==> config.mk <==
export PLATFORM = sky130hd
export DESIGN_NAME = lmd_decoder
export DESIGN_NICKNAME = d
export VERILOG_FILES = /design/src/rtl/lmd_pkg.sv /design/src/rtl/lmd_opcode_table.sv /design/src/rtl/lmd_decoder.sv
export VERILOG_INCLUDE_DIRS = /design/src /design/src/rtl
export SDC_FILE = /design/constraint.sdc
export NUM_CORES = 1
export LEC_CHECK = 0
export BUFFER_PORTS_ARGS = -buffer_cell sky130_fd_sc_hd__buf_2
export CAP_MARGIN = 0
export CORE_ASPECT_RATIO = 1.75
export CORE_MARGIN = 2
export CORE_UTILIZATION = 51
export CTS_CLUSTER_DIAMETER = 80
export DETAILED_ROUTE_END_ITERATION = 6
export PLACE_DENSITY_LB_ADDON = 0.1
export REMOVE_ABC_BUFFERS = 1
export SETUP_SLACK_MARGIN = 0.05
export SLEW_MARGIN = 20
export SYNTH_ARGS = -nofsm -noshare
export SYNTH_HDL_FRONTEND = slang
export SYNTH_SLANG_ARGS = --single-unit
==> constraint.sdc <==
create_clock -name sys_clk -period 4.49 [get_ports sys_clk]
set_input_delay 0.449 -clock sys_clk [delete_from_list [all_inputs] [get_ports sys_clk]]
set_output_delay 0.449 -clock sys_clk [all_outputs]
set_load 0.05 [all_outputs]
==> src/rtl/lmd_defines.svh <==
// Opcode, field and timing constants for the logic and move decoder
`ifndef LMD_DEFINES_SVH
`define LMD_DEFINES_SVH
// ----------------------------------------
// Opcode high nibbles of register groups
// ----------------------------------------
`define LMD_HI_AND      4'h5
`define LMD_HI_OR       4'h4
`define LMD_HI_XOR      4'h6
`define LMD_HI_MOVA     4'hE
`define LMD_HI_MOVR_A   4'hF
`define LMD_HI_MOVR_DIR 4'hA
`define LMD_HI_MOVR_IMM 4'h7
`define LMD_HI_MOVD_R   4'h8
`define LMD_HI_XCH      4'hC
// ----------------------------------------
// Low nibbles of the logic groups
// ----------------------------------------
`define LMD_LO_DIR_A    4'h2
`define LMD_LO_DIR_IMM  4'h3
`define LMD_LO_A_IMM    4'h4
`define LMD_LO_A_DIR    4'h5
`define LMD_LO_IND      3'h3
// ----------------------------------------
// Single opcodes
// ----------------------------------------
`define LMD_OPC_CLR     8'hE4
`define LMD_OPC_CPL     8'hF4
`define LMD_OPC_SWAP    8'hC4
`define LMD_OPC_RL      8'h23
`define LMD_OPC_RLC     8'h33
`define LMD_OPC_RR      8'h03
`define LMD_OPC_RRC     8'h13
`define LMD_OPC_MOVA_D  8'hE5
`define LMD_OPC_MOVA_I  8'h74
`define LMD_OPC_MOVD_A  8'hF5
`define LMD_OPC_MOVD_D  8'h85
`define LMD_OPC_MOVD_I  8'h75
`define LMD_OPC_DATA_POINTER    8'h90
`define LMD_OPC_TBL_DP  8'h93
`define LMD_OPC_TBL_PC  8'h83
`define LMD_OPC_XRD_DP  8'hE0
`define LMD_OPC_XWR_DP  8'hF0
`define LMD_OPC_PUSH    8'hC0
`define LMD_OPC_POP     8'hD0
`define LMD_OPC_XCH_D   8'hC5
// ----------------------------------------
// Even member of indirect opcode pairs
// ----------------------------------------
`define LMD_PR_MOVA_IND 8'hE6
`define LMD_PR_MOVD_IND 8'h86
`define LMD_PR_MOVI_A   8'hF6
`define LMD_PR_MOVI_D   8'hA6
`define LMD_PR_MOVI_IMM 8'h76
`define LMD_PR_XRD_RI   8'hE2
`define LMD_PR_XWR_RI   8'hF2
`define LMD_PR_XCH_IND  8'hC6
`define LMD_PR_LOW_NIBBLE_EXCHANGE_OP     8'hD6
// ----------------------------------------
// Lengths, cycles and timing
// ----------------------------------------
`define LMD_LEN1        2'h1
`define LMD_LEN2        2'h2
`define LMD_LEN3        2'h3
`define LMD_CYC1        2'h1
`define LMD_CYC2        2'h2
`define LMD_MCYCLE_CLKS 12
`define LMD_ACC_SFR     8'hE0
`endif

==> src/rtl/lmd_pkg.sv <==
// Types shared by the logic and move decoder
package lmd_pkg;
  typedef enum logic [4:0] {
    OP_OTHER = 5'h00, OP_AND = 5'h01, OP_OR = 5'h02, OP_XOR = 5'h03,
    OP_CLEAR = 5'h04, OP_INVERT = 5'h05, OP_SWAP = 5'h06, OP_ROT_L = 5'h07,
    OP_ROT_LC = 5'h08, OP_ROT_R = 5'h09, OP_ROT_RC = 5'h0A, OP_MOVE = 5'h0B,
    OP_DATA_POINTER_LOAD = 5'h0C, OP_CODE_TABLE = 5'h0D, OP_EXT_READ = 5'h0E,
    OP_EXT_WRITE = 5'h0F, OP_PUSH = 5'h10, OP_POP = 5'h11, OP_XCH = 5'h12,
    OP_LOW_NIBBLE_EXCHANGE_OP = 5'h13
  } lmd_op_e;
  typedef enum logic [2:0] {
    M_NONE = 3'h0, M_ACC = 3'h1, M_REG = 3'h2, M_DIR = 3'h3,
    M_IND = 3'h4, M_IMM = 3'h5, M_DATA_POINTER = 3'h6, M_CODE = 3'h7
  } lmd_mode_e;
  typedef enum logic [1:0] {
    ST_REQ = 2'b00, ST_WAIT = 2'b01, ST_EXEC = 2'b10
  } lmd_state_e;
  typedef struct packed {
    lmd_op_e    op;
    lmd_mode_e  src;
    lmd_mode_e  dst;
    logic [1:0] len;
    logic [1:0] cyc;
    logic       known;
  } lmd_info_s;
  typedef struct packed {
    lmd_info_s  info;
    logic [7:0] opcode;
    logic [7:0] opnd1;
    logic [7:0] opnd2;
    logic [4:0] reg_addr;
  } lmd_dec_s;
endpackage

==> src/rtl/lmd_opcode_table.sv <==
// Opcode lookup: class, operand modes, length and machine cycles
`timescale 1ns/1ps
`include "lmd_defines.svh"
module lmd_opcode_table (
  input  logic              [7:0] opcode,
  output lmd_pkg::lmd_info_s      info
);
  import lmd_pkg::*;

  function automatic lmd_info_s mk(lmd_op_e o, lmd_mode_e s, lmd_mode_e d,
                                   logic [1:0] l, logic [1:0] c);
    mk = '{op: o, src: s, dst: d, len: l, cyc: c, known: 1'b1};
  endfunction

  logic [3:0] hi;
  logic [3:0] lo;
  logic       rr;
  logic       ind;
  lmd_op_e    lg;

  assign hi  = opcode[7:4];
  assign lo  = opcode[3:0];
  assign rr  = opcode[3];
  assign ind = (opcode[3:1] == `LMD_LO_IND);
  assign lg  = (hi == `LMD_HI_AND) ? OP_AND : (hi == `LMD_HI_OR) ? OP_OR : OP_XOR;

  always_comb begin
    info = '{op: OP_OTHER, src: M_NONE, dst: M_NONE, len: `LMD_LEN1, cyc: `LMD_CYC1, known: 1'b0};
    if (hi == `LMD_HI_AND || hi == `LMD_HI_OR || hi == `LMD_HI_XOR) begin // RQ1 RQ2 RQ3
      if (rr) info = mk(lg, M_REG, M_ACC, `LMD_LEN1, `LMD_CYC1);
      else if (ind) info = mk(lg, M_IND, M_ACC, `LMD_LEN1, `LMD_CYC1);
      else if (lo == `LMD_LO_A_DIR) info = mk(lg, M_DIR, M_ACC, `LMD_LEN2, `LMD_CYC1);
      else if (lo == `LMD_LO_A_IMM) info = mk(lg, M_IMM, M_ACC, `LMD_LEN2, `LMD_CYC1);
      else if (lo == `LMD_LO_DIR_A) info = mk(lg, M_ACC, M_DIR, `LMD_LEN2, `LMD_CYC1);
      else if (lo == `LMD_LO_DIR_IMM) info = mk(lg, M_IMM, M_DIR, `LMD_LEN3, `LMD_CYC2);
    end else if (rr) begin
      case (hi)
        `LMD_HI_MOVA:     info = mk(OP_MOVE, M_REG, M_ACC, `LMD_LEN1, `LMD_CYC1); // RQ6
        `LMD_HI_MOVR_A:   info = mk(OP_MOVE, M_ACC, M_REG, `LMD_LEN1, `LMD_CYC1); // RQ8
        `LMD_HI_MOVR_DIR: info = mk(OP_MOVE, M_DIR, M_REG, `LMD_LEN2, `LMD_CYC2); // RQ8
        `LMD_HI_MOVR_IMM: info = mk(OP_MOVE, M_IMM, M_REG, `LMD_LEN2, `LMD_CYC1); // RQ8
        `LMD_HI_MOVD_R:   info = mk(OP_MOVE, M_REG, M_DIR, `LMD_LEN2, `LMD_CYC2); // RQ9
        `LMD_HI_XCH:      info = mk(OP_XCH, M_REG, M_ACC, `LMD_LEN1, `LMD_CYC1); // RQ17
        default: ;
      endcase
    end else begin
      case (opcode)
        `LMD_OPC_CLR:    info = mk(OP_CLEAR, M_NONE, M_ACC, `LMD_LEN1, `LMD_CYC1); // RQ4
        `LMD_OPC_CPL:    info = mk(OP_INVERT, M_ACC, M_ACC, `LMD_LEN1, `LMD_CYC1);
        `LMD_OPC_SWAP:   info = mk(OP_SWAP, M_ACC, M_ACC, `LMD_LEN1, `LMD_CYC1);
        `LMD_OPC_RL:     info = mk(OP_ROT_L, M_ACC, M_ACC, `LMD_LEN1, `LMD_CYC1); // RQ5
        `LMD_OPC_RLC:    info = mk(OP_ROT_LC, M_ACC, M_ACC, `LMD_LEN1, `LMD_CYC1);
        `LMD_OPC_RR:     info = mk(OP_ROT_R, M_ACC, M_ACC, `LMD_LEN1, `LMD_CYC1);
        `LMD_OPC_RRC:    info = mk(OP_ROT_RC, M_ACC, M_ACC, `LMD_LEN1, `LMD_CYC1);
        `LMD_OPC_MOVA_D: info = mk(OP_MOVE, M_DIR, M_ACC, `LMD_LEN2, `LMD_CYC1); // RQ6
        `LMD_OPC_MOVA_I: info = mk(OP_MOVE, M_IMM, M_ACC, `LMD_LEN2, `LMD_CYC1);
        `LMD_OPC_MOVD_A: info = mk(OP_MOVE, M_ACC, M_DIR, `LMD_LEN2, `LMD_CYC1);
        `LMD_OPC_MOVD_D: info = mk(OP_MOVE, M_DIR, M_DIR, `LMD_LEN3, `LMD_CYC2);
        `LMD_OPC_MOVD_I: info = mk(OP_MOVE, M_IMM, M_DIR, `LMD_LEN3, `LMD_CYC2); // RQ10
        `LMD_OPC_DATA_POINTER:   info = mk(OP_DATA_POINTER_LOAD, M_IMM, M_DATA_POINTER, `LMD_LEN3, `LMD_CYC2); // RQ12
        `LMD_OPC_TBL_DP: info = mk(OP_CODE_TABLE, M_CODE, M_ACC, `LMD_LEN1, `LMD_CYC2); // RQ13
        `LMD_OPC_TBL_PC: info = mk(OP_CODE_TABLE, M_CODE, M_ACC, `LMD_LEN1, `LMD_CYC2);
        `LMD_OPC_XRD_DP: info = mk(OP_EXT_READ, M_DATA_POINTER, M_ACC, `LMD_LEN1, `LMD_CYC2); // RQ14
        `LMD_OPC_XWR_DP: info = mk(OP_EXT_WRITE, M_ACC, M_DATA_POINTER, `LMD_LEN1, `LMD_CYC2); // RQ15
        `LMD_OPC_PUSH:   info = mk(OP_PUSH, M_DIR, M_NONE, `LMD_LEN2, `LMD_CYC2); // RQ16
        `LMD_OPC_POP:    info = mk(OP_POP, M_NONE, M_DIR, `LMD_LEN2, `LMD_CYC2);
        `LMD_OPC_XCH_D:  info = mk(OP_XCH, M_DIR, M_ACC, `LMD_LEN2, `LMD_CYC1);
        default: ;
      endcase
      case ({opcode[7:1], 1'b0})
        `LMD_PR_MOVA_IND: info = mk(OP_MOVE, M_IND, M_ACC, `LMD_LEN1, `LMD_CYC1);
        `LMD_PR_MOVD_IND: info = mk(OP_MOVE, M_IND, M_DIR, `LMD_LEN2, `LMD_CYC2);
        `LMD_PR_MOVI_A:   info = mk(OP_MOVE, M_ACC, M_IND, `LMD_LEN1, `LMD_CYC1); // RQ11 RQ20
        `LMD_PR_MOVI_D:   info = mk(OP_MOVE, M_DIR, M_IND, `LMD_LEN2, `LMD_CYC2);
        `LMD_PR_MOVI_IMM: info = mk(OP_MOVE, M_IMM, M_IND, `LMD_LEN2, `LMD_CYC1);
        `LMD_PR_XRD_RI:   info = mk(OP_EXT_READ, M_IND, M_ACC, `LMD_LEN1, `LMD_CYC2);
        `LMD_PR_XWR_RI:   info = mk(OP_EXT_WRITE, M_ACC, M_IND, `LMD_LEN1, `LMD_CYC2);
        `LMD_PR_XCH_IND:  info = mk(OP_XCH, M_IND, M_ACC, `LMD_LEN1, `LMD_CYC1);
        `LMD_PR_LOW_NIBBLE_EXCHANGE_OP:     info = mk(OP_LOW_NIBBLE_EXCHANGE_OP, M_IND, M_ACC, `LMD_LEN1, `LMD_CYC1); // RQ18
        default: ;
      endcase
    end
  end
endmodule

==> src/rtl/lmd_decoder.sv <==
// Fetch sequencer and decoder for logic and data-move instructions
// ----------------------------------------
// How it works
// (RQ1) AND group: reg, direct, indirect, immediate, A-to-direct one cycle; imm-to-direct 3B/2C.
// (RQ2) OR group decodes the same forms at 0x4x; imm-to-direct 3B/2C.
// (RQ3) XOR group decodes the same forms at 0x6x; imm-to-direct 3B/2C.
// (RQ4) Clear, invert and nibble swap of A: one byte, one cycle.
// (RQ5) Four rotates, two through carry, each one cycle.
// (RQ6) Loads into A from reg, direct, indirect or immediate in one cycle.
// (RQ7) Software must not move the accumulator onto itself directly; flagged.
// (RQ8) Moves into a working register from A, direct or immediate.
// (RQ9) Moves into a direct byte from A, register or direct.
// (RQ10) Direct byte from indirect RAM or immediate: two cycles.
// (RQ11) Indirect RAM from A, direct or immediate.
// (RQ12) 0x90 loads the data pointer from the next two bytes.
// (RQ13) Code table reads at A plus data pointer or A plus PC.
// (RQ14) External reads into A: one byte, two cycles.
// (RQ15) External writes from A: one byte, two cycles.
// (RQ16) Push and pop of a direct byte: two bytes, two cycles.
// (RQ17) Full exchanges with A complete in one cycle.
// (RQ18) Low-nibble exchange with indirect RAM: one byte, one cycle.
// (RQ19) Low three opcode bits pick working register zero to seven.
// (RQ20) Indirect pointer is register 0 or 1 of the selected bank.
// (RQ21) Operand bytes follow the opcode; PC advances by the length.
// ----------------------------------------
`timescale 1ns/1ps
`include "lmd_defines.svh"
module lmd_decoder #(
  parameter int         MCYCLE_CLKS  = `LMD_MCYCLE_CLKS,
  parameter logic [7:0] ACC_SFR_ADDR = `LMD_ACC_SFR
) (
  input  logic                    sys_clk,
  input  logic                    rst_n,
  input  logic             [1:0]  bank_sel,
  input  logic             [7:0]  acc_value,
  input  logic                    code_ack,
  input  logic             [7:0]  code_data,
  output logic                    code_rd,
  output logic             [15:0] code_addr,
  output logic                    dec_valid,
  output lmd_pkg::lmd_dec_s       dec,
  output logic                    busy,
  output logic                    exec_done,
  output logic             [15:0] pc,
  output logic             [15:0] data_pointer,
  output logic             [15:0] table_addr,
  output logic                    misuse_flag,
  output logic                    unknown_flag
);
  import lmd_pkg::*;

  localparam int CW = $clog2(2 * MCYCLE_CLKS + 2);

  // ----------------------------------------
  // Fetch state
  // ----------------------------------------
  lmd_state_e  state;
  logic [1:0]  byte_idx;
  logic [7:0]  opc_q;
  logic [7:0]  b1_q;
  logic [7:0]  tbl_opc;
  logic [7:0]  cur_opc;
  lmd_info_s   info_now;
  logic        last;
  logic [CW-1:0] exec_cnt;
  logic [CW-1:0] exec_len;
  logic [2:0]  reg_idx;
  logic [15:0] next_pc;

  // Opcode byte is looked up as it arrives so one-byte forms need no extra cycle
  assign tbl_opc  = (byte_idx == 2'h0) ? code_data : opc_q;
  assign cur_opc  = tbl_opc;
  assign last     = (state == ST_WAIT) && code_ack && (byte_idx + 2'h1 == info_now.len);
  assign exec_len = CW'(int'(info_now.cyc) * MCYCLE_CLKS);
  assign next_pc  = pc + 16'h0001;
  // Working register from low bits; indirect pointer from bit zero
  assign reg_idx  = (info_now.src == M_IND || info_now.dst == M_IND) ? {2'h0, cur_opc[0]} : cur_opc[2:0];

  lmd_opcode_table u_table (
    .opcode (tbl_opc),
    .info   (info_now)
  );

  always_ff @(posedge sys_clk) begin
    if (!rst_n) begin
      state <= ST_REQ;
    end else begin
      unique case (state)
        ST_REQ: begin
          state <= ST_WAIT;
        end
        ST_WAIT: begin
          if (code_ack) begin
            state <= last ? ST_EXEC : ST_REQ; // RQ21
          end
        end
        ST_EXEC: begin
          if (exec_cnt == CW'(1)) begin
            state <= ST_REQ;
          end
        end
        default: begin
          state <= ST_REQ;
        end
      endcase
    end
  end

  // ----------------------------------------
  // Program memory requests
  // ----------------------------------------
  always_ff @(posedge sys_clk) begin
    if (!rst_n) begin
      code_rd   <= 1'b0;
      code_addr <= 16'h0000;
    end else begin
      code_rd <= (state == ST_REQ);
      if (state == ST_REQ) begin
        code_addr <= pc; // RQ21
      end
    end
  end

  always_ff @(posedge sys_clk) begin
    if (!rst_n) begin
      pc <= 16'h0000;
    end else if (state == ST_WAIT && code_ack) begin
      pc <= next_pc; // RQ21
    end
  end

  always_ff @(posedge sys_clk) begin
    if (!rst_n) begin
      byte_idx <= 2'h0;
      opc_q    <= 8'h00;
      b1_q     <= 8'h00;
    end else if (state == ST_WAIT && code_ack) begin
      byte_idx <= last ? 2'h0 : byte_idx + 2'h1;
      if (byte_idx == 2'h0) begin
        opc_q <= code_data;
      end
      if (byte_idx == 2'h1) begin
        b1_q <= code_data;
      end
    end
  end

  // ----------------------------------------
  // Decode result
  // ----------------------------------------
  always_ff @(posedge sys_clk) begin
    if (!rst_n) begin
      dec_valid <= 1'b0;
      dec       <= '0;
    end else begin
      dec_valid <= last;
      if (last) begin
        dec.info     <= info_now; // RQ1 RQ2 RQ3 RQ4 RQ5 RQ6 RQ8 RQ9 RQ10 RQ11 RQ14 RQ15 RQ16 RQ17 RQ18
        dec.opcode   <= cur_opc;
        dec.opnd1    <= (byte_idx == 2'h1) ? code_data : b1_q;
        dec.opnd2    <= (byte_idx == 2'h2) ? code_data : 8'h00;
        dec.reg_addr <= {bank_sel, reg_idx}; // RQ19 RQ20
      end
    end
  end

  // Operand bytes high then low, as the pointer is stored
  always_ff @(posedge sys_clk) begin
    if (!rst_n) begin
      data_pointer <= 16'h0000;
    end else if (last && cur_opc == `LMD_OPC_DATA_POINTER) begin
      data_pointer <= {b1_q, code_data}; // RQ12
    end
  end

  // Table base is the data pointer for 0x93 and the PC of the next instruction for 0x83
  always_ff @(posedge sys_clk) begin
    if (!rst_n) begin
      table_addr <= 16'h0000;
    end else if (last && cur_opc == `LMD_OPC_TBL_DP) begin
      table_addr <= data_pointer + {8'h00, acc_value}; // RQ13
    end else if (last && cur_opc == `LMD_OPC_TBL_PC) begin
      table_addr <= next_pc + {8'h00, acc_value}; // RQ13
    end
  end

  // Flagged only; the datapath still runs it since the code is at fault
  always_ff @(posedge sys_clk) begin
    if (!rst_n) begin
      misuse_flag  <= 1'b0;
      unknown_flag <= 1'b0;
    end else begin
      misuse_flag  <= last && cur_opc == `LMD_OPC_MOVA_D && code_data == ACC_SFR_ADDR; // RQ7
      unknown_flag <= last && !info_now.known;
    end
  end

  // ----------------------------------------
  // Machine cycle timing
  // ----------------------------------------
  always_ff @(posedge sys_clk) begin
    if (!rst_n) begin
      exec_cnt  <= '0;
      busy      <= 1'b0;
      exec_done <= 1'b0;
    end else begin
      exec_done <= (state == ST_EXEC) && exec_cnt == CW'(1);
      if (last) begin
        exec_cnt <= exec_len;
        busy     <= 1'b1;
      end else if (state == ST_EXEC) begin
        exec_cnt <= exec_cnt - CW'(1);
        if (exec_cnt == CW'(1)) begin
          busy <= 1'b0;
        end
      end
    end
  end

  // ----------------------------------------
  // Checks
  // ----------------------------------------
  logic [CW-1:0] span;
  logic [15:0]   pc_start;

  always_ff @(posedge sys_clk) begin
    if (!rst_n) begin
      span     <= '0;
      pc_start <= 16'h0000;
    end else begin
      if (dec_valid) begin
        span <= CW'(1);
      end else if (busy) begin
        span <= span + CW'(1);
      end
      if (state == ST_REQ && byte_idx == 2'h0) begin
        pc_start <= pc;
      end
    end
  end
endmodule

==> results of run 1 <==
## state kept, by name (all words and copies together) (netlist names)
name / count
code_rd: 1
code_addr: 16
misuse_flag: 1
state: 2
opc_q: 8
data_pointer: 16
exec_cnt: 5
table_addr: 16
dec_valid: 1
byte_idx: 2
dec: 44
unknown_flag: 1
busy: 1
b1_q: 8
pc: 16
exec_done: 1
## layout make-up
cell class              instances  area (µm²)
multi-input cells             756        5110
fillers                      1275        4400
flip-flops and latches        139        2790
repair buffers                317        2100
clock buffers                  18         429
well taps                     186         233
clock inverters                14         125
inverters                      14        53.8
## where the power goes
part	switching, mW	internal (mW)
logic	0.606	0.357
registers	0.0372	1.29
clock network	0.625	0.729
## worst min-delay path, cell delays in order
cell and delay (ns):
buf_2 0.09, nand2_1 0.04, a21oi_1 0.05
## cells by family after synthesis
group,count (synthesis)
simple gates,414
compound gates,237
flops,139
buf+inv,85
xor+xnor,48
mux,38
fa+ha+maj,19
## repair_timing
action	in CTS	in global routing
setup endpoints to repair	13	11
pin swaps	33	21
gates cloned	1	0
resized for setup	86	29
buffers inserted	14	10
## metal layers
| layer | wire [µm] | track usage [%] | vias up |
|---|---|---|---|
| met5 | 0 | 0 | - |
| met4 | 2590 | 25.8 | 0 |
| met3 | 1430 | 6.56 | 161 |
| met2 | 15300 | 64.1 | 350 |
| met1 | 10100 | 34.1 | 4052 |
| li1 | - | - | 4023 |
## final timing paths
| kind | start | to | slack, ns | cells past startpoint |
|---|---|---|---|---|
| min reg2reg | dec[36]$_SDFFE_PN0N_ | dec[36]$_SDFFE_PN0N_ | 0.45 | 2 |
| min | bank_sel[0] | dec[3]$_SDFFE_PN0N_ | 0.26 | 3 |
| max reg2reg | byte_idx[1]$_SDFFE_PN0P_ | table_addr[15]$_SDFFE_PN0P_ | -0.25 | 27 |
| max | byte_idx[1]$_SDFFE_PN0P_ | table_addr[15]$_SDFFE_PN0P_ | -0.25 | 27 |
## metrics by stage
step | area [µm²] | power, mW | worst slack [ns] | std cells
CTS | 10600 | 3.62 | -0.0989 | 1437
global route | 10800 | 3.76 | -0.443 | 1444
global placement | 9650 | 2.21 | -0.735 | 1391
finish | 10800 | 3.65 | -0.252 | 1444
floorplan | 7490 | 1.84 | -3.15 | 909
detailed placement | 9650 | 2.21 | -0.791 | 1391
## cell usage in the layout (no fill, tap or decap), types with 11 or more instances in the layout
cell,instances
nand2b_1,11
buf_6,11
nor3_1,27
a211oi_1,35
nand3_1,33
buf_4,168
nor2_1,87
xor2_1,23
nand2_1,150
ha_1,15
clkbuf_16,17
buf_2,136
mux2i_1,31
xnor2_1,23
dfxtp_1,137
o21ai_0,24
a21oi_1,79
==> results.md, run 1 <==
* Tmin final at 4.74 ns
* Clk_skew at 0.0148 ns
* Fin util at 71.1%
* Critical path type: reg -> reg
* Top cells by area, synth: dfxtp_1 (36%), nand2_1 (7.3%), a21oi_1 (5.6%)
* Clock buffer depth at 2
* Data arrival time of the worst path at 5.01 ns
* Area fraction in compound gates after synthesis at 20.0%
* Crit path max-delay family: compound AO/OA/AOI/OAI gates
* Sequential area share after synthesis at 35.5%
* Area leader, netlist: dfxtp_1
* Die W at 97.7 µm
* DRT Pass-1 Iters at 5
* Top-area cell type share of the netlist area at 35.5%
* Max frequency at 211 MHz
* Clock latency on the worst-skew pair at 0.43 ns
* H-tree Lvls at 4
* Slew Limit Fails at 0
* CP bufs+invs at 7
* Port Buf Inserts at 135
* PwrDens at 336 mW/mm²
* Core Rows at 60
* Final TNS setup at -1.37 ns
* Placer Congestion at 1.14
* Slowest-stage cell, CP: or4b_4
* Post-synthesis mux area share at 4.95%
* Total number of yosys warnings at 0
* Post-detailed-route wirelength per cell at 20.4 µm
* Crit-path max cell delay at 0.49 ns
* Ant. Diodes at 0
* Worst min-delay path category: in -> reg
* 1st-iter DRT viols at 442
* First-pass GRT wire length at 45200 µm
* I/O pin count at 136
* Post-synth EDFFs at 0
* Fraction of layout cells with a size suffix above 1 at 35.9%
* DP HPWL at 21600 µm
* TritonCTS clock tree: yes
* Synth async-reset ratio at 0%
* Register bit total from synthesis at 139
* Avg Cell Area, Syn at 7.99 µm²
* Post-route DRC violation count at 0
* Antenna-violating nets left at 0
* Root buffer cell: clkbuf_16
* Pin count of the biggest net entering global routing at 81
* Global Route Usage Sum at 34.9%
* Critical Path RT at 4.76 ns
* Synth unique cells at 85
* Via Count at 8586
* Vias/cell at 5.95
* Initial antenna violation count at 0
* Worst-path clk slew at 0.07 ns
* Final worst setup slack at -0.252 ns
* Post-Synth XOR/XNOR Area at 5.37%
* Layout area overhead at 38.4%
* Tcrit/Tclk final at 106%
* Simple-gate share of the synthesized area at 26.0%
* Max-Cap Viols at 0
* Cell count after synthesis at 980
* Die H at 168 µm
* Final net count at 1285
* Cell Area, Synth at 0.00783 mm²
* Final hold vios at 0
* Top cell types by occurrence after synthesis: nand2_1 (152), dfxtp_1 (139), nor2_1 (91)
* Relative slew slack at 26.4%
* Worst VDD drop at 0.274 mV
* Outcome: finished, violations left
* Number of global-route vias before repair at 8456
* Initial core utilization at 51.4%
* Violated checks: setup timing
* Setup violators final at 8
* RSZ-0062 raised after global routing: yes
* P_leak at 4.55 nW
* Primary FF master, synth: dfxtp_1
* Worst setup EP type: register
* Hold Buf Count CTS at 0
* Worst Max-Slew Pin Slew at 1.10 ns
* Worst Path Max Fanout at 6
* Most common cell in the netlist: nand2_1
* Die area at 0.0164 mm²
* GRT Residual Overflow at 0
* Total CTS buffers at 17
* Core Area at 0.0152 mm²
* Largest family of logic cells by synthesized area: simple AND/OR/NAND/NOR gates
* Critical Path Source Type: register
* Final hold slack at 0.256 ns
* CTS sink cnt at 139
* Adder-Cell Fraction of Synth Area at 3.13%
* Routed wire length at 29400 µm
Note: power is estimated with default switching activity, not from simulation.
==> inputs of run 2 (changes only) <==
--- a/config.mk
+++ b/config.mk
@@ -6,11 +6,12 @@
 export SDC_FILE = /design/constraint.sdc
 export NUM_CORES = 1
 export LEC_CHECK = 0
+export ABC_AREA = 1
 export BUFFER_PORTS_ARGS = -buffer_cell sky130_fd_sc_hd__buf_2
 export CAP_MARGIN = 0
 export CORE_ASPECT_RATIO = 1.75
 export CORE_MARGIN = 2
-export CORE_UTILIZATION = 51
+export CORE_UTILIZATION = 50
 export CTS_CLUSTER_DIAMETER = 80
 export DETAILED_ROUTE_END_ITERATION = 6
 export PLACE_DENSITY_LB_ADDON = 0.1
==> run 2 against run 1 <==
- the run still ends with setup timing left
- critical path depth rose by 9
- fmax rose by 4.0%
- sequential cell count did not move
- final cell count fell by 1.5%
- setup slack improved by 0.18 ns
- critical endpoint unchanged
- largest cell class unchanged
==> results.md, run 2 <==
* Outcome: finished, violations left
* Violated checks: setup timing
* RSZ-0062 raised after global routing: yes
* Die area at 0.0150 mm² (-8.3%)
* Met3 usage at 4.74% (-1.8 points)
* WP depth at 36 (+33%)
* R2R Setup Slk at -0.07 ns (+0.18 ns)
* Crit path max-delay family: simple AND/OR/NAND/NOR gates
* Final net count at 1273 (-0.93%)
* Largest register FFs at 44 (unchanged)
* Global Route Usage Sum at 34.1% (-0.81 points)
* HP Start: bank_sel[0]
* Final Power at 4.15 mW (+14%)
* Most common cell in the netlist: nand2_1
* Top-area cell type share of the netlist area at 39.6% (+4.1 points)
* Critical Path RT at 4.81 ns (+0.05 ns)
* Synth unique cells at 45 (-47%)
* Critical Path Source Type: register
* Initial antenna violation count at 0 (unchanged)
* Routed wire length at 26300 µm (-11%)
* Root buffer cell: clkbuf_16
* Logic pwr share at 32.3% (+5.9 points)
* Tmin final at 4.56 ns (-0.181 ns)
* Fraction of layout cells with a size suffix above 1 at 36.1% (+0.27 points)
* PwrDens at 420 mW/mm² (+25%)
* Post-synth EDFFs at 0 (unchanged)
* Final Non-Filler Cells at 1423 (-1.5%)
* GR Util met2 at 64.1% (about the same)
* Post-route DRC violation count at 0 (unchanged)
* Final hold vios at 0 (unchanged)
* Critical R2R Launch: byte_idx[0]$_SDFFE_PN0P_
* Initial core utilization at 50.8% (-0.63 points)
* Via Count at 7710 (-10%)
* Worst-case reg-to-reg path depth at 36 (+33%)
* Max frequency at 219 MHz (+4.0%)
* Top cells by area, synth: dfxtp_1 (40%), nand2_1 (9.3%), o21ai_0 (8.3%)
* Register bit total from synthesis at 139 (unchanged)
* Top cell types by occurrence after synthesis: nand2_1 (174), dfxtp_1 (139), o21ai_0 (116)
* GRT Residual Overflow at 0 (unchanged)
* Fill cells at 1159 (-9.1%)
* CP bufs+invs at 8 (+1)
* Port Buf Inserts at 135 (unchanged)
* Worst min-delay path category: in -> reg
* Worst slack, placed at -0.328 ns (+0.463 ns)
* Final worst setup slack at -0.0713 ns (+0.181 ns)
* Critical path type: reg -> reg
* Sequential area share after synthesis at 39.6% (+4.1 points)
* Post-detailed-route wirelength per cell at 18.5 µm (-9.4%)
* CTS sink cnt at 139 (unchanged)
* Critical R2R Capture: table_addr[15]$_SDFFE_PN0P_
* Worst Max-Slew Pin Slew at 1.02 ns (-0.0765 ns)
* Data arrival time of the worst path at 4.88 ns (-0.13 ns)
* I/O pin count at 136 (unchanged)
* Total number of yosys warnings at 0 (unchanged)
* Vias/cell at 5.42 (-8.9%)
* Gr busiest metal: met2
* P_leak at 4.94 nW (+8.5%)
* Most used cell, CP: nand2_1
* Commonest non-fill, non-tap cell in the layout: nand2_1
* Worst-path clk slew at 0.07 ns (about the same)
* Final hold slack at 0.239 ns (-0.0177 ns)
* Number of global-route vias before repair at 7535 (-11%)
* H-tree Lvls at 4 (unchanged)
* TritonCTS clock tree: yes
* Internal at 2.58 mW (+8.5%)
* First-pass GRT wire length at 38900 µm (-14%)
* DRT Pass-1 Iters at 5 (unchanged)
* Clock buffer depth at 2 (unchanged)
* Min-Delay Path Depth at 2 (-1)
* Clk_skew at 0.0151 ns (+0.000228 ns)
* DP Cell Count at 1359 (-2.3%)
* 1st-iter DRT viols at 424 (-4.1%)
* Met1 Resource Use GR at 31.6% (-2.5 points)
* Hold Path End: dec[3]$_SDFFE_PN0N_
* Die H at 161 µm (-4.3%)
* Die W at 93.6 µm (-4.2%)
* Slew Limit Fails at 0 (unchanged)
* Crit-path max cell delay at 0.35 ns (-0.14 ns)
* Clock latency on the worst-skew pair at 0.42 ns (about the same)
* Synth async-reset ratio at 0% (unchanged)
* Cell Area, Synth at 0.00702 mm² (-10%)
* Worst setup EP type: register
* Cell count after synthesis at 970 (-1.0%)
* Clock network fraction of total power at 34.2% (-3.0 points)
* Worst Path Max Fanout at 7 (+1)
* Hold Buf Count CTS at 0 (unchanged)
* Setup violators final at 5 (-3)
* Area leader, netlist: dfxtp_1
* Layout area overhead at 40.6%
* Core Area at 0.0138 mm² (-9.2%)
* Tcrit/Tclk final at 102% (-4.0 points)
* Total CTS buffers at 17 (unchanged)
* Primary FF master, synth: dfxtp_1
* Final TNS setup at -0.276 ns (+1.09 ns)
* Max-Cap Viols at 0 (unchanged)
* Core Rows at 57 (-5.0%)
* Relative slew slack at 31.2% (+4.7 points)
* Worst VDD drop at 0.285 mV (+3.7%)
* DP HPWL at 19500 µm (-9.7%)
* Most frequent cells in the layout: nand2_1 (146), dfxtp_1 (137), buf_4 (137), buf_2 (135), o21ai_0 (112)
* Psw at 1.57 mW (+24%)
* Pin count of the biggest net entering global routing at 66 (-19%)
* Placer Congestion at 1.06 (-6.9%)
* Sequential power share at 33.5% (-2.9 points)
* Antenna-violating nets left at 0 (unchanged)
* Slowest-stage cell, CP: ha_1
* Ant. Diodes at 0 (unchanged)
* Avg Cell Area, Syn at 7.24 µm² (-9.4%)
* Biggest register: dec
* Switching Fraction at 37.8% (+3.0 points)
[run 2: cell types whose count changed after synthesis, moves of 18 or more]
cell      previous run  this run
nand2_2              0        31
mux2i_1             32         0
xnor2_1             25         6
inv_1               12        93
nand2_1            152       174
nor3_1              37        10
o21ai_0             35       116
a211oi_1            35        13
a21oi_1             88        70
[run 2: cell families after synthesis]
group | Yosys count | synth area share (%)
AND/OR/NAND/NOR | 417 | 27.6
flip-flops | 139 | 39.6
XOR/XNOR | 20 | 2.49
multiplexers | 1 | 0.160
buffers and inverters | 141 | 8.18
adder cells (fa/ha/maj) | 19 | 3.49
AO/OA/AOI/OAI | 233 | 18.5
[run 2: worst max-delay path by stage]
stage	slack, ns	to	start
after floorplan	-0.78	table_addr[14]$_SDFFE_PN0P_	code_ack
after global placement	-0.30	table_addr[13]$_SDFFE_PN0P_	byte_idx[0]$_SDFFE_PN0P_
after detailed placement	-0.33	table_addr[14]$_SDFFE_PN0P_	byte_idx[0]$_SDFFE_PN0P_
after CTS	0.06	table_addr[13]$_SDFFE_PN0P_	byte_idx[0]$_SDFFE_PN0P_
after global routing	-0.32	table_addr[14]$_SDFFE_PN0P_	byte_idx[0]$_SDFFE_PN0P_
final	-0.07	table_addr[15]$_SDFFE_PN0P_	byte_idx[0]$_SDFFE_PN0P_
[run 2: cell type report]
cell class / count / area (µm²) / share of cell area, %
Inverter: 101 / 389 / 3.94
Clock inverter: 14 / 148 / 1.49
Timing Repair Buffer: 284 / 1860 / 18.8
Multi-Input combinational cell: 690 / 4030 / 40.8
Clock buffer: 18 / 439 / 4.45
Sequential cell: 139 / 2790 / 28.2
Tap cell: 177 / 221 / 2.24
[run 2: power groups by stage]
stage	clock (mW)	combinational, mW	sequential (mW)
after floorplan	0	0.487	1.65
after CTS	1.42	1.22	1.39
after detailed placement	0	1.18	1.42
final	1.42	1.34	1.39
after global placement	0	1.18	1.41
after global routing	1.47	1.42	1.40
[run 2: worst register-to-register path, delay by kind of cell, from the launching register on]
family	cells	cell delay (ns)
simple gates	23	2.52
buf+inv	8	0.76
fa+ha+maj	2	0.54
flops	1	0.34
compound gates	3	0.32
[run 2: per-layer routing]
layer / vias up / part of all wire (%)
li1: 3730 / -
met5: - / 0
met4: 0 / 8.3
met2: 258 / 55
met1: 3616 / 33
met3: 106 / 3.8
[run 2: metrics by stage]
step	utilization (%)	instance area, µm²
floorplan	-	6830
global placement	62.4	8630
detailed placement	62.4	8630
CTS	67.7	9370
global route	71.4	9880
finish	71.4	9880
[run 2: what timing repair did]
item	CTS	global route
endpoints found under the setup margin	8	10
pin swaps	10	53
resized for setup	31	86
buffers inserted	7	25
